==> config.mk <==
export PLATFORM = sky130hd
export DESIGN_NAME = pmseq_top
export DESIGN_NICKNAME = d
export VERILOG_FILES = /design/src/common/pmseq_pkg.sv /design/src/logic/pmseq_top.sv /design/src/logic/pmseq_wake_gate.sv
export SDC_FILE = /design/constraint.sdc
export NUM_CORES = 1
export LEC_CHECK = 0
export BUFFER_PORTS_ARGS = -buffer_cell sky130_fd_sc_hd__buf_2
export CORE_ASPECT_RATIO = 1.25
export CORE_UTILIZATION = 35
export DETAILED_ROUTE_END_ITERATION = 10
export PLACE_DENSITY = 0.53
export SLEW_MARGIN = 5
export SYNTH_ARGS = -nofsm -noshare
export SYNTH_HDL_FRONTEND = slang
export SYNTH_SLANG_ARGS = --single-unit
==> constraint.sdc <==
create_clock -name SYS_CLK_I -period 2.1 [get_ports SYS_CLK_I]
set_input_delay 0.21 -clock SYS_CLK_I [delete_from_list [all_inputs] [get_ports SYS_CLK_I]]
set_output_delay 0.21 -clock SYS_CLK_I [all_outputs]
set_load 0.01 [all_outputs]
==> src/common/pmseq_pkg.sv <==
// power mode sequencer package: modes, states, sequencing counts
// assumes a 20 MHz system clock that never stops (sequencer is always-on)
package pmseq_pkg;

  // mode request encoding on the mode-select input
  typedef enum logic [1:0] {
    PMSEQ_MODE_ACTIVE   = 2'b00,
    PMSEQ_MODE_STANDBY  = 2'b01,
    PMSEQ_MODE_SLEEP    = 2'b10,
    PMSEQ_MODE_SHUTDOWN = 2'b11
  } pmseq_mode_t;

  // sequencer states
  typedef enum logic [3:0] {
    PMSEQ_ST_ACTIVE     = 4'h0,
    PMSEQ_ST_STBY       = 4'h1,
    PMSEQ_ST_SLP_ISO    = 4'h2,
    PMSEQ_ST_SLP_RET    = 4'h3,
    PMSEQ_ST_SLP_OFF    = 4'h4,
    PMSEQ_ST_SLEEP      = 4'h5,
    PMSEQ_ST_SHD_ISO    = 4'h6,
    PMSEQ_ST_SHD_OFF    = 4'h7,
    PMSEQ_ST_SHUTDOWN   = 4'h8,
    PMSEQ_ST_UP_ON      = 4'h9,
    PMSEQ_ST_UP_RST     = 4'hA,
    PMSEQ_ST_UP_CLK     = 4'hB
  } pmseq_state_t;

  localparam int CLK_HZ = 20000000;
  // settle time after each power switch step, in ns
  localparam int SETTLE_NS = 500;
  localparam int SETTLE_CYC_RAW = (SETTLE_NS * (CLK_HZ / 1000000) + 999) / 1000;
  localparam logic [7:0] SETTLE_CYC = (SETTLE_CYC_RAW < 1) ? 8'h01 : 8'(SETTLE_CYC_RAW);
  // core reset hold after power-up, in ns
  localparam int RST_HOLD_NS = 1000;
  localparam int RST_HOLD_CYC_RAW = (RST_HOLD_NS * (CLK_HZ / 1000000) + 999) / 1000;
  localparam logic [7:0] RST_HOLD_CYC = (RST_HOLD_CYC_RAW < 1) ? 8'h01 : 8'(RST_HOLD_CYC_RAW);
  localparam logic [7:0] CNT_ZERO = 8'h00;
  localparam logic [7:0] CNT_ONE = 8'h01;

  // wake source count: external pins plus internal timers
  localparam int NUM_EXT_WAKE = 4;
  localparam int NUM_TMR_WAKE = 2;

endpackage

==> src/logic/pmseq_top.sv <==
// pmseq_top: hardware power mode sequencer for the core and peripherals
// assumes always-on supply and clock; core, memories, switches are outside
`timescale 1ns/1ps
module pmseq_top (
  // clock and reset
  input wire logic SYS_CLK_I,
  input wire logic RESET_I,
  // mode request from software
  input wire logic [1:0] MODE_SEL_I,
  input wire logic MODE_REQ_I,
  // wake sources
  input wire logic [pmseq_pkg::NUM_EXT_WAKE-1:0] EXT_IRQ_I,
  input wire logic [pmseq_pkg::NUM_TMR_WAKE-1:0] TMR_IRQ_I,
  input wire logic [pmseq_pkg::NUM_EXT_WAKE+pmseq_pkg::NUM_TMR_WAKE-1:0] WAKE_EN_I,
  input wire logic SYS_IRQ_I,
  // core domain control
  output logic CORE_PWR_EN_O,
  output logic CORE_CLK_EN_O,
  output logic CORE_ISO_O,
  output logic CORE_RST_O,
  output logic COLD_BOOT_O,
  // memory retention and peripherals
  output logic MEM_PWR_EN_O,
  output logic MEM_RET_O,
  output logic PERIPH_PWR_EN_O,
  output logic PERIPH_CLK_EN_O,
  // status
  output logic [1:0] MODE_O,
  output logic BUSY_O,
  output logic [pmseq_pkg::NUM_EXT_WAKE+pmseq_pkg::NUM_TMR_WAKE-1:0] WAKE_CAUSE_O
);

  localparam int NW = pmseq_pkg::NUM_EXT_WAKE + pmseq_pkg::NUM_TMR_WAKE;

  pmseq_pkg::pmseq_state_t state;
  pmseq_pkg::pmseq_state_t next_state;
  logic [7:0] cnt;
  logic [7:0] next_cnt;
  logic from_shutdown;
  logic next_from_shutdown;
  logic [NW-1:0] cause;
  logic [NW-1:0] next_cause;
  logic [1:0] mode;
  logic [1:0] next_mode;

  logic core_pwr, core_clk, core_iso, core_rst, mem_pwr, mem_ret;
  logic per_pwr, per_clk, cold_boot;
  logic next_core_pwr, next_core_clk, next_core_iso, next_core_rst;
  logic next_mem_pwr, next_mem_ret, next_per_pwr, next_per_clk, next_cold_boot;

  logic arm;
  logic wake_clear;
  logic wake;
  logic [NW-1:0] latched;

  ////////////////////////////////////////////////////////////////////
  // wake sources: pins and timers share one latch bank
  pmseq_wake_gate #(
    .N(NW)
  ) u_wake (
    .SYS_CLK_I(SYS_CLK_I),
    .RESET_I(RESET_I),
    .src_i({TMR_IRQ_I, EXT_IRQ_I}),
    .enable_i(WAKE_EN_I),
    .arm_i(arm),
    .clear_i(wake_clear),
    .latched_o(latched),
    .wake_o(wake)
  );

  // armed only once fully down; earlier edges must not half-abort
  assign arm = (state == pmseq_pkg::PMSEQ_ST_SLEEP) || (state == pmseq_pkg::PMSEQ_ST_SHUTDOWN);
  assign wake_clear = (state == pmseq_pkg::PMSEQ_ST_ACTIVE) && MODE_REQ_I;

  ////////////////////////////////////////////////////////////////////
  // sequencing state machine
  always_comb begin
    next_state = state;
    next_cnt = (cnt != pmseq_pkg::CNT_ZERO) ? cnt - pmseq_pkg::CNT_ONE : pmseq_pkg::CNT_ZERO;
    next_from_shutdown = from_shutdown;
    next_cause = cause;
    next_mode = mode;
    unique case (state)
      pmseq_pkg::PMSEQ_ST_ACTIVE: begin
        if (MODE_REQ_I) begin
          unique case (pmseq_pkg::pmseq_mode_t'(MODE_SEL_I))
            pmseq_pkg::PMSEQ_MODE_STANDBY: begin
              next_state = pmseq_pkg::PMSEQ_ST_STBY;
              next_mode = pmseq_pkg::PMSEQ_MODE_STANDBY;
            end
            pmseq_pkg::PMSEQ_MODE_SLEEP: begin
              next_state = pmseq_pkg::PMSEQ_ST_SLP_ISO;
              next_cnt = pmseq_pkg::SETTLE_CYC;
            end
            pmseq_pkg::PMSEQ_MODE_SHUTDOWN: begin
              next_state = pmseq_pkg::PMSEQ_ST_SHD_ISO;
              next_cnt = pmseq_pkg::SETTLE_CYC;
            end
            pmseq_pkg::PMSEQ_MODE_ACTIVE: begin
              next_state = pmseq_pkg::PMSEQ_ST_ACTIVE;
            end
          endcase
        end
      end
      pmseq_pkg::PMSEQ_ST_STBY: begin
        if (SYS_IRQ_I) begin
          next_state = pmseq_pkg::PMSEQ_ST_ACTIVE;
          next_mode = pmseq_pkg::PMSEQ_MODE_ACTIVE;
        end
      end
      pmseq_pkg::PMSEQ_ST_SLP_ISO: begin
        if (cnt == pmseq_pkg::CNT_ZERO) begin
          next_state = pmseq_pkg::PMSEQ_ST_SLP_RET;
          next_cnt = pmseq_pkg::SETTLE_CYC;
        end
      end
      pmseq_pkg::PMSEQ_ST_SLP_RET: begin
        if (cnt == pmseq_pkg::CNT_ZERO) begin
          next_state = pmseq_pkg::PMSEQ_ST_SLP_OFF;
          next_cnt = pmseq_pkg::SETTLE_CYC;
        end
      end
      pmseq_pkg::PMSEQ_ST_SLP_OFF: begin
        if (cnt == pmseq_pkg::CNT_ZERO) begin
          next_state = pmseq_pkg::PMSEQ_ST_SLEEP;
          next_mode = pmseq_pkg::PMSEQ_MODE_SLEEP;
          next_from_shutdown = 1'b0;
        end
      end
      pmseq_pkg::PMSEQ_ST_SHD_ISO: begin
        if (cnt == pmseq_pkg::CNT_ZERO) begin
          next_state = pmseq_pkg::PMSEQ_ST_SHD_OFF;
          next_cnt = pmseq_pkg::SETTLE_CYC;
        end
      end
      pmseq_pkg::PMSEQ_ST_SHD_OFF: begin
        if (cnt == pmseq_pkg::CNT_ZERO) begin
          next_state = pmseq_pkg::PMSEQ_ST_SHUTDOWN;
          next_mode = pmseq_pkg::PMSEQ_MODE_SHUTDOWN;
          next_from_shutdown = 1'b1;
        end
      end
      pmseq_pkg::PMSEQ_ST_SLEEP, pmseq_pkg::PMSEQ_ST_SHUTDOWN: begin
        if (wake) begin
          next_state = pmseq_pkg::PMSEQ_ST_UP_ON;
          next_cnt = pmseq_pkg::SETTLE_CYC;
          next_cause = latched;
        end
      end
      pmseq_pkg::PMSEQ_ST_UP_ON: begin
        if (cnt == pmseq_pkg::CNT_ZERO) begin
          next_state = pmseq_pkg::PMSEQ_ST_UP_RST;
          next_cnt = pmseq_pkg::RST_HOLD_CYC;
        end
      end
      pmseq_pkg::PMSEQ_ST_UP_RST: begin
        if (cnt == pmseq_pkg::CNT_ZERO) begin
          next_state = pmseq_pkg::PMSEQ_ST_UP_CLK;
        end
      end
      pmseq_pkg::PMSEQ_ST_UP_CLK: begin
        next_state = pmseq_pkg::PMSEQ_ST_ACTIVE;
        next_mode = pmseq_pkg::PMSEQ_MODE_ACTIVE;
      end
      default: begin
        next_state = pmseq_pkg::PMSEQ_ST_ACTIVE;
        next_mode = pmseq_pkg::PMSEQ_MODE_ACTIVE;
      end
    endcase
  end

  ////////////////////////////////////////////////////////////////////
  // switch outputs from the next state, so outputs are registered
  always_comb begin
    next_core_pwr = 1'b1;
    next_core_clk = 1'b1;
    next_core_iso = 1'b0;
    next_core_rst = 1'b0;
    next_mem_pwr = 1'b1;
    next_mem_ret = 1'b0;
    next_per_pwr = 1'b1;
    next_per_clk = 1'b1;
    next_cold_boot = cold_boot;
    unique case (next_state)
      pmseq_pkg::PMSEQ_ST_ACTIVE: begin
        next_core_clk = 1'b1;
      end
      pmseq_pkg::PMSEQ_ST_STBY: begin
        next_core_clk = 1'b0;
      end
      pmseq_pkg::PMSEQ_ST_SLP_ISO, pmseq_pkg::PMSEQ_ST_SHD_ISO: begin
        next_core_clk = 1'b0;
        next_core_iso = 1'b1;
      end
      pmseq_pkg::PMSEQ_ST_SLP_RET: begin
        next_core_clk = 1'b0;
        next_core_iso = 1'b1;
        next_mem_ret = 1'b1;
      end
      pmseq_pkg::PMSEQ_ST_SLP_OFF, pmseq_pkg::PMSEQ_ST_SLEEP: begin
        next_core_clk = 1'b0;
        next_core_iso = 1'b1;
        next_core_pwr = 1'b0;
        next_core_rst = 1'b1;
        next_mem_ret = 1'b1;
      end
      pmseq_pkg::PMSEQ_ST_SHD_OFF, pmseq_pkg::PMSEQ_ST_SHUTDOWN: begin
        next_core_clk = 1'b0;
        next_core_iso = 1'b1;
        next_core_pwr = 1'b0;
        next_core_rst = 1'b1;
        next_mem_pwr = 1'b0;
        next_per_pwr = 1'b0;
        next_per_clk = 1'b0;
        next_cold_boot = 1'b1;
      end
      pmseq_pkg::PMSEQ_ST_UP_ON, pmseq_pkg::PMSEQ_ST_UP_RST: begin
        next_core_clk = 1'b0;
        next_core_iso = 1'b1;
        next_core_rst = 1'b1;
        // retention held after sleep through power-up and reset hold, so contents survive
        next_mem_ret = ~from_shutdown;
      end
      pmseq_pkg::PMSEQ_ST_UP_CLK: begin
        next_core_clk = 1'b0;
        next_core_rst = 1'b1;
      end
      default: begin
        next_core_clk = 1'b1;
      end
    endcase
    if (state == pmseq_pkg::PMSEQ_ST_ACTIVE && MODE_REQ_I) begin
      // new request: boot flag only tells the latest return
      next_cold_boot = 1'b0;
    end
    if (next_state == pmseq_pkg::PMSEQ_ST_UP_ON && !from_shutdown) begin
      next_cold_boot = 1'b0;
    end
  end

  ////////////////////////////////////////////////////////////////////
  // always-on registers: run on the system clock, never power-gated
  always_ff @(posedge SYS_CLK_I) begin
    if (RESET_I) begin
      state <= pmseq_pkg::PMSEQ_ST_ACTIVE;
      cnt <= pmseq_pkg::CNT_ZERO;
      from_shutdown <= 1'b0;
      cause <= '0;
      mode <= pmseq_pkg::PMSEQ_MODE_ACTIVE;
      core_pwr <= 1'b1;
      core_clk <= 1'b1;
      core_iso <= 1'b0;
      core_rst <= 1'b0;
      mem_pwr <= 1'b1;
      mem_ret <= 1'b0;
      per_pwr <= 1'b1;
      per_clk <= 1'b1;
      cold_boot <= 1'b1;
    end else begin
      state <= next_state;
      cnt <= next_cnt;
      from_shutdown <= next_from_shutdown;
      cause <= next_cause;
      mode <= next_mode;
      core_pwr <= next_core_pwr;
      core_clk <= next_core_clk;
      core_iso <= next_core_iso;
      core_rst <= next_core_rst;
      mem_pwr <= next_mem_pwr;
      mem_ret <= next_mem_ret;
      per_pwr <= next_per_pwr;
      per_clk <= next_per_clk;
      cold_boot <= next_cold_boot;
    end
  end

  ////////////////////////////////////////////////////////////////////
  // standby wake must not wait a cycle, so clock enable bypasses the flop
  assign CORE_CLK_EN_O = core_clk | ((state == pmseq_pkg::PMSEQ_ST_STBY) & SYS_IRQ_I);
  assign CORE_PWR_EN_O = core_pwr;
  assign CORE_ISO_O = core_iso;
  assign CORE_RST_O = core_rst;
  assign COLD_BOOT_O = cold_boot;
  assign MEM_PWR_EN_O = mem_pwr;
  assign MEM_RET_O = mem_ret;
  assign PERIPH_PWR_EN_O = per_pwr;
  assign PERIPH_CLK_EN_O = per_clk;
  assign MODE_O = mode;
  assign BUSY_O = (state != pmseq_pkg::PMSEQ_ST_ACTIVE) && (state != pmseq_pkg::PMSEQ_ST_STBY)
                  && (state != pmseq_pkg::PMSEQ_ST_SLEEP) && (state != pmseq_pkg::PMSEQ_ST_SHUTDOWN);
  assign WAKE_CAUSE_O = cause;

endmodule

==> src/logic/pmseq_wake_gate.sv <==
// pmseq_wake_gate: per-source wake enable and sticky latch
// assumes sources are synchronous levels/pulses on the system clock
`timescale 1ns/1ps
module pmseq_wake_gate #(
  parameter int N = 6
) (
  // clock and reset
  input wire logic SYS_CLK_I,
  input wire logic RESET_I,
  // wake sources
  input wire logic [N-1:0] src_i,
  input wire logic [N-1:0] enable_i,
  input wire logic arm_i,
  input wire logic clear_i,
  // result
  output logic [N-1:0] latched_o,
  output logic wake_o
);

  logic [N-1:0] latched;
  logic [N-1:0] next_latched;

  ////////////////////////////////////////////////////////////////////
  genvar g;
  generate
    for (g = 0; g < N; g++) begin : g_src
      // set beats clear so an edge in the clear cycle is kept
      always_comb begin
        next_latched[g] = latched[g];
        if (clear_i) begin
          next_latched[g] = 1'b0;
        end
        if (arm_i && enable_i[g] && src_i[g]) begin
          next_latched[g] = 1'b1;
        end
      end
    end
  endgenerate

  always_ff @(posedge SYS_CLK_I) begin
    if (RESET_I) begin
      latched <= '0;
    end else begin
      latched <= next_latched;
    end
  end

  assign latched_o = latched;
  assign wake_o = |latched;

endmodule

**After elaboration in Yosys (flattened, before gate mapping)**

Cells that the tools add are included.

- Output and inout bits: 18
- Register bits after elaboration: 34

- Equality and inequality tests: 32
- Bitwise logic cells: 4
- $add $sub $neg: 1
- Reductions and logical operators: 47
- Multiplexer cells: 44

Operators by type and width:

| cell | number |
|---|---|
| $mux W8 | 6 |
| $mux W4 | 10 |
| $pmux W4 S10 | 1 |
| $eq A4 B3 Y1 const B | 8 |
| $pmux W8 S4 | 1 |
| $eq A4 B4 Y1 const B | 7 |
| $logic_and A1 B1 Y1 | 17 |
| $mux W1 | 17 |
| $eq A4 B2 Y1 const B | 4 |
| $pmux W4 S4 | 1 |
| $reduce_bool A2 Y1 | 7 |
| $reduce_or A7 Y1 | 2 |
| $reduce_or A11 Y1 | 1 |
| $mux W2 | 5 |
| $pmux W2 S5 | 1 |
| $reduce_or A9 Y1 | 1 |
| $eq A4 B1 Y1 const B | 2 |
| $logic_not A8 Y1 | 1 |
| $ne A2 B2 Y1 const B | 4 |
| $reduce_bool A8 Y1 | 1 |
| $reduce_or A2 Y1 | 4 |
| $sub A8 B1 Y8 const B | 1 |
| $reduce_and A6 Y1 | 1 |
| $reduce_or A3 Y1 | 2 |
| other kinds (20) | 23 |

**Longest topological paths before layout**

- Depth in word-level cells: 9
- Mapped depth: 9

**Cells and area by module**

From an unflattened synthesis, not the netlist that was laid out.

- Cells, all modules: 213
- Area total of the unflattened synthesis: 1,876.8 um^2

By module, submodules not included:

| module | cells each | area each (um^2) | times used | seq. area each (um^2) |
|---|---|---|---|---|
| pmseq_top | 186 | 1,645.3 | 1 | 560.5 |
| pmseq_wake_gate | 27 | 231.5 | 1 | 120.1 |

**Worst setup path before layout**

OpenSTA, ideal clock, no wires.

- Path type: register to register
- From: reg cnt[0]
- To: reg mem_ret, in the netlist MEM_RET_O
- Clock period less this slack: 2.290 ns
- Path slack: -0.190 ns
- Data arrival time: 2.219 ns
- Library setup time: 0.070 ns
- Stages on the path, launching flop included: 10
- Cell sequence: dfxtp_1 > inv_1 > ha_1 > nor3b_1 > a22oi_1 > or4_1 > buf_6 > xor2_1 > or3_1 > a21oi_1

- Longest elaborated chain between the ends: 6
- Elaborated cells between the ends (all ways): 17
- Those cells by class: eq/ne (5); mux (9); reduce/logical (3)

Ends and longest elaborated chain:

| what | line | text |
|---|---|---|
| from (decl) | pmseq_top.sv:37 | `logic [7:0] cnt;` |
| from (signal assigned) | pmseq_top.sv:246 | `cnt <= pmseq_pkg::CNT_ZERO;` |
| from (signal assigned) | pmseq_top.sv:261 | `cnt <= next_cnt;` |
| $logic_not A8 Y1 * | - |  |
| $mux W4 (tied with other cells) | pmseq_top.sv:157 | `if (cnt == pmseq_pkg::CNT_ZERO) begin` |
| $pmux W4 S10 * | pmseq_top.sv:83 | `unique case (state)` |
| $eq A4 B3 Y1 (tied with other cells) | pmseq_top.sv:184 | `unique case (next_state)` |
| $reduce_or A3 Y1 (no line) or $reduce_or A2 Y1 (tied branches) | - |  |
| $pmux W1 S2 * | pmseq_top.sv:184 |  |
| to (signal assigned) | pmseq_top.sv:270 | `mem_ret <= next_mem_ret;` |
| to (decl) | pmseq_top.sv:46 | `logic core_pwr, core_clk, core_iso, core_rst, mem_pwr, mem_ret;` |

Mark *: on every way between the ends. The rest lies on a longest branch, timed or not.
A chain may end at the register's enable or synchronous reset.

**Final worst setup path**

- From: reg cnt[1]
- To: reg mem_ret, in the netlist MEM_RET_O

Same word-level chain as after synthesis.

==> run_results.csv <==
group,metric,value,unit
outcome,status,"completed",
global_route,grt_pass1_vias,1692,
floorplanning,rows,28,
synthesis,syn_inst,210,
clock_tree,path_clk_slew,70,ps
clock_tree,clockRootBuffer,"clkbuf_8",
timing,fin_crit_sh,99.3,%
power_and_ir_drop,powerDensity,1310,mW/mm^2
global_route,overflow,0,
clock_tree,clkSinkCount,34,
drt,drc,0,
drt,vias_per_cell,5.28,
floorplanning,die_h,81.1,um
floorplanning,io_pins,36,
timing,final.min_clock_period,2080,ps
critical_path,cp.required,2320,ps
cells_and_area,final_cells,347,
cells_and_area,area.sequential,692,sq um
clock_tree,hold_buffers,0,
placed_design,gp_congestion,0.869,
drt,wl,4990,um
synthesis,synth_edf_count,0,
global_route,antenna_found_initial,0,
placed_design,dp_hpwl,3660,um
critical_path,crit_type,"reg -> reg",
cells_and_area,syn2layout_area_growth,44.1,%
timing,rsz0062_at_grt,"true",
clock_tree,cts_tree,"done",
drt,detail_route.wl_per_cell,14.4,um
placed_design,placed_area,0.00229,sq mm
timing,max_freq,480,MHz
clock_tree,cts_buffers,5,
drt,firstDrtPassIters,4,
clock_tree,clock_latency,290,ps
global_route,grt_max_degree,28,
cells_and_area,drive_above_1_share,41.1,%
timing,clock_skew,4.99,ps
critical_path,cp_max_fo,6,
synthesis,ys_ff_latch,34,
cells_and_area,fin_nets,306,
global_route,grt_pass1_wl,7930,um
drt,drtIter0Drc,56,
timing,setup-violations-final,0,
synthesis,ys_seq_area_share,38.8,%
cells_and_area,fill_cells,468,
cells_and_area,multi_input_area,0.00108,sq mm
timing,tightestPinTransition,520,ps
clock_tree,htreeDepth,2,
global_route,grt_usage,20.0,%
synthesis,synthArstFlopShare,0,%
placed_design,port_buffers,35,
placed_design,dp.cells,336,
floorplanning,die_w,65.3,um
power_and_ir_drop,p_leak,1.08,nW
critical_path,worstPathArrival,2300,ps
timing,slew_violations,0,
synthesis,yosys_warnings,0,
timing,final_hold_viol_count,0,
synthesis,syn_area_per_cell,8.35,sq um
cells_and_area,final_common_cell,"buf_4",
critical_path,endpoint_kind,"register",
cells_and_area,num_antenna_cells,0,
job,maxCapViolations,0,
timing,finalSetupTns,0,ps
power_and_ir_drop,ir_worst_vdd,435,uV
drt,ant_nets,0,
cells_and_area,final_area,0.00253,sq mm
clock_tree,cts_max_path_buffers,2,
drt,vias,1832,
synthesis,synth.distinct_cells,55,
synthesis,syn_nets,229,
floorplanning,start_util,36.8,%
worst_hold_path,hold_class,"in -> reg",
floorplanning,dieArea,0.00530,sq mm
cells_and_area,final_cell_mix,"buf_4, buf_2, dfxtp_1, nor2_1, nand2_1",
critical_path,startpoint_type,"register",
synthesis,synth_area,0.00175,sq mm
floorplanning,core,0.00476,sq mm
timing,slew_headroom,65.3,%
synthesis,synthFlopType,"dfxtp_1",
cells_and_area,post-route-util,53.0,%
## report_power, final
group | total [mW] | switching [mW] | internal, mW
registers | 0.892 | 0.105 | 0.787
clock network | 0.627 | 0.248 | 0.380
logic | 1.80 | 0.912 | 0.889
## state kept, by name, indices dropped and copies added (netlist names)
register and flops:
MEM_RET_O 1, from_shutdown 1, CORE_RST_O 1, WAKE_CAUSE_O 6, CORE_PWR_EN_O 1, state 4
PERIPH_CLK_EN_O 1, MODE_O 2, u_wake.latched_o 6, COLD_BOOT_O 1, CORE_ISO_O 1, cnt 8
core_clk 1
## Yosys cell counts (all sizes together), types with 2 or more instances
| cell | instances | area, sq um |
|---|---|---|
| inv | 6 | 22.5 |
| or3b | 2 | 17.5 |
| xnor2 | 2 | 17.5 |
| a32oi | 8 | 70.1 |
| a22oi | 4 | 30.0 |
| a211oi | 3 | 27.5 |
| nand3 | 5 | 25.0 |
| and2 | 2 | 12.5 |
| nand2 | 24 | 90.1 |
| a31oi | 2 | 12.5 |
| a21o | 2 | 15.0 |
| clkbuf | 8 | 30.0 |
| a21boi | 2 | 15.0 |
| a221oi | 2 | 17.5 |
| a21oi | 13 | 65.1 |
| xor2 | 5 | 43.8 |
| nor2 | 28 | 105 |
| nor4 | 3 | 48.8 |
| dfxtp | 34 | 681 |
| nor3b | 2 | 15.0 |
| and3b | 2 | 17.5 |
| o21ai | 6 | 30.0 |
| nand3b | 4 | 30.0 |
| o211ai | 2 | 15.0 |
| nand4 | 2 | 12.5 |
| or4 | 3 | 22.5 |
| nand2b | 5 | 31.3 |
| buf | 5 | 35.0 |
| nor3 | 3 | 15.0 |
## metal layers
metal  GRT usage [%]  wire (um)  vias to the layer above
met1            22.8       2060                      860
li1                -          -                      918
met2            36.6       2670                       45
met4            7.39         78                        0
met3            3.51        185                        9
met5               0          0                        -
## stage by stage
stage	worst slack [ps]	hold slack, ps	total power [mW]
floorplan	1.96	377	1.82
global placement	-87.8	438	2.47
detailed placement	-134	444	2.46
CTS	-7.70	168	3.18
global route	-57.3	174	3.55
finish	15.6	173	3.32
## cell families (layout without fill, tap and decap cells)
kind of cell	after synthesis	after routing	synth area share (%)
buffers and inverters	20	97	5.21
adder cells (fa/ha/maj)	1	1	0.714
multiplexers	1	1	0.571
XOR/XNOR	7	7	3.50
AO/OA/AOI/OAI	57	57	23.6
flip-flops	34	34	38.8
AND/OR/NAND/NOR	90	90	27.6
## what timing repair did
item                       CTS  global route
setup endpoints to repair    6             5
resized for setup            9            18
setup buffers                0             4
pin swaps                    0             4
## cell type report
class                      instances  area share, %
tap                               60           2.97
inverter                           7           1.04
sequential                        34           27.4
clock inverter                     1           1.19
timing repair buffer              83           21.5
clock buffer                       6           3.27
multi-input combinational        156           42.6
## path summary, 6_finish.rpt
path                                              from                          endpoint  slack [ps]  cells after the start
worst max-delay path                 cnt[1]$_SDFF_PP0_              MEM_RET_O$_SDFF_PP0_          20                      8
worst max register to register       cnt[1]$_SDFF_PP0_              MEM_RET_O$_SDFF_PP0_          20                      8
worst min-delay path                      WAKE_EN_I[1]  u_wake.latched_o[1]$_SDFFE_PP0P_         170                      3
worst min register to register  MODE_O[0]$_SDFFE_PP0P_            MODE_O[0]$_SDFFE_PP0P_         450                      2
## worst max-delay path, stage by stage, from the launching register on
cell	delay [ps]
dfxtp_2	340
inv_2	40
ha_4	150
or3b_4	270
a2111oi_4	40
or4_4	540
xor2_1	180
or3_1	320
a21oi_1	140
No activity file was read; power rests on OpenSTA's default activity.
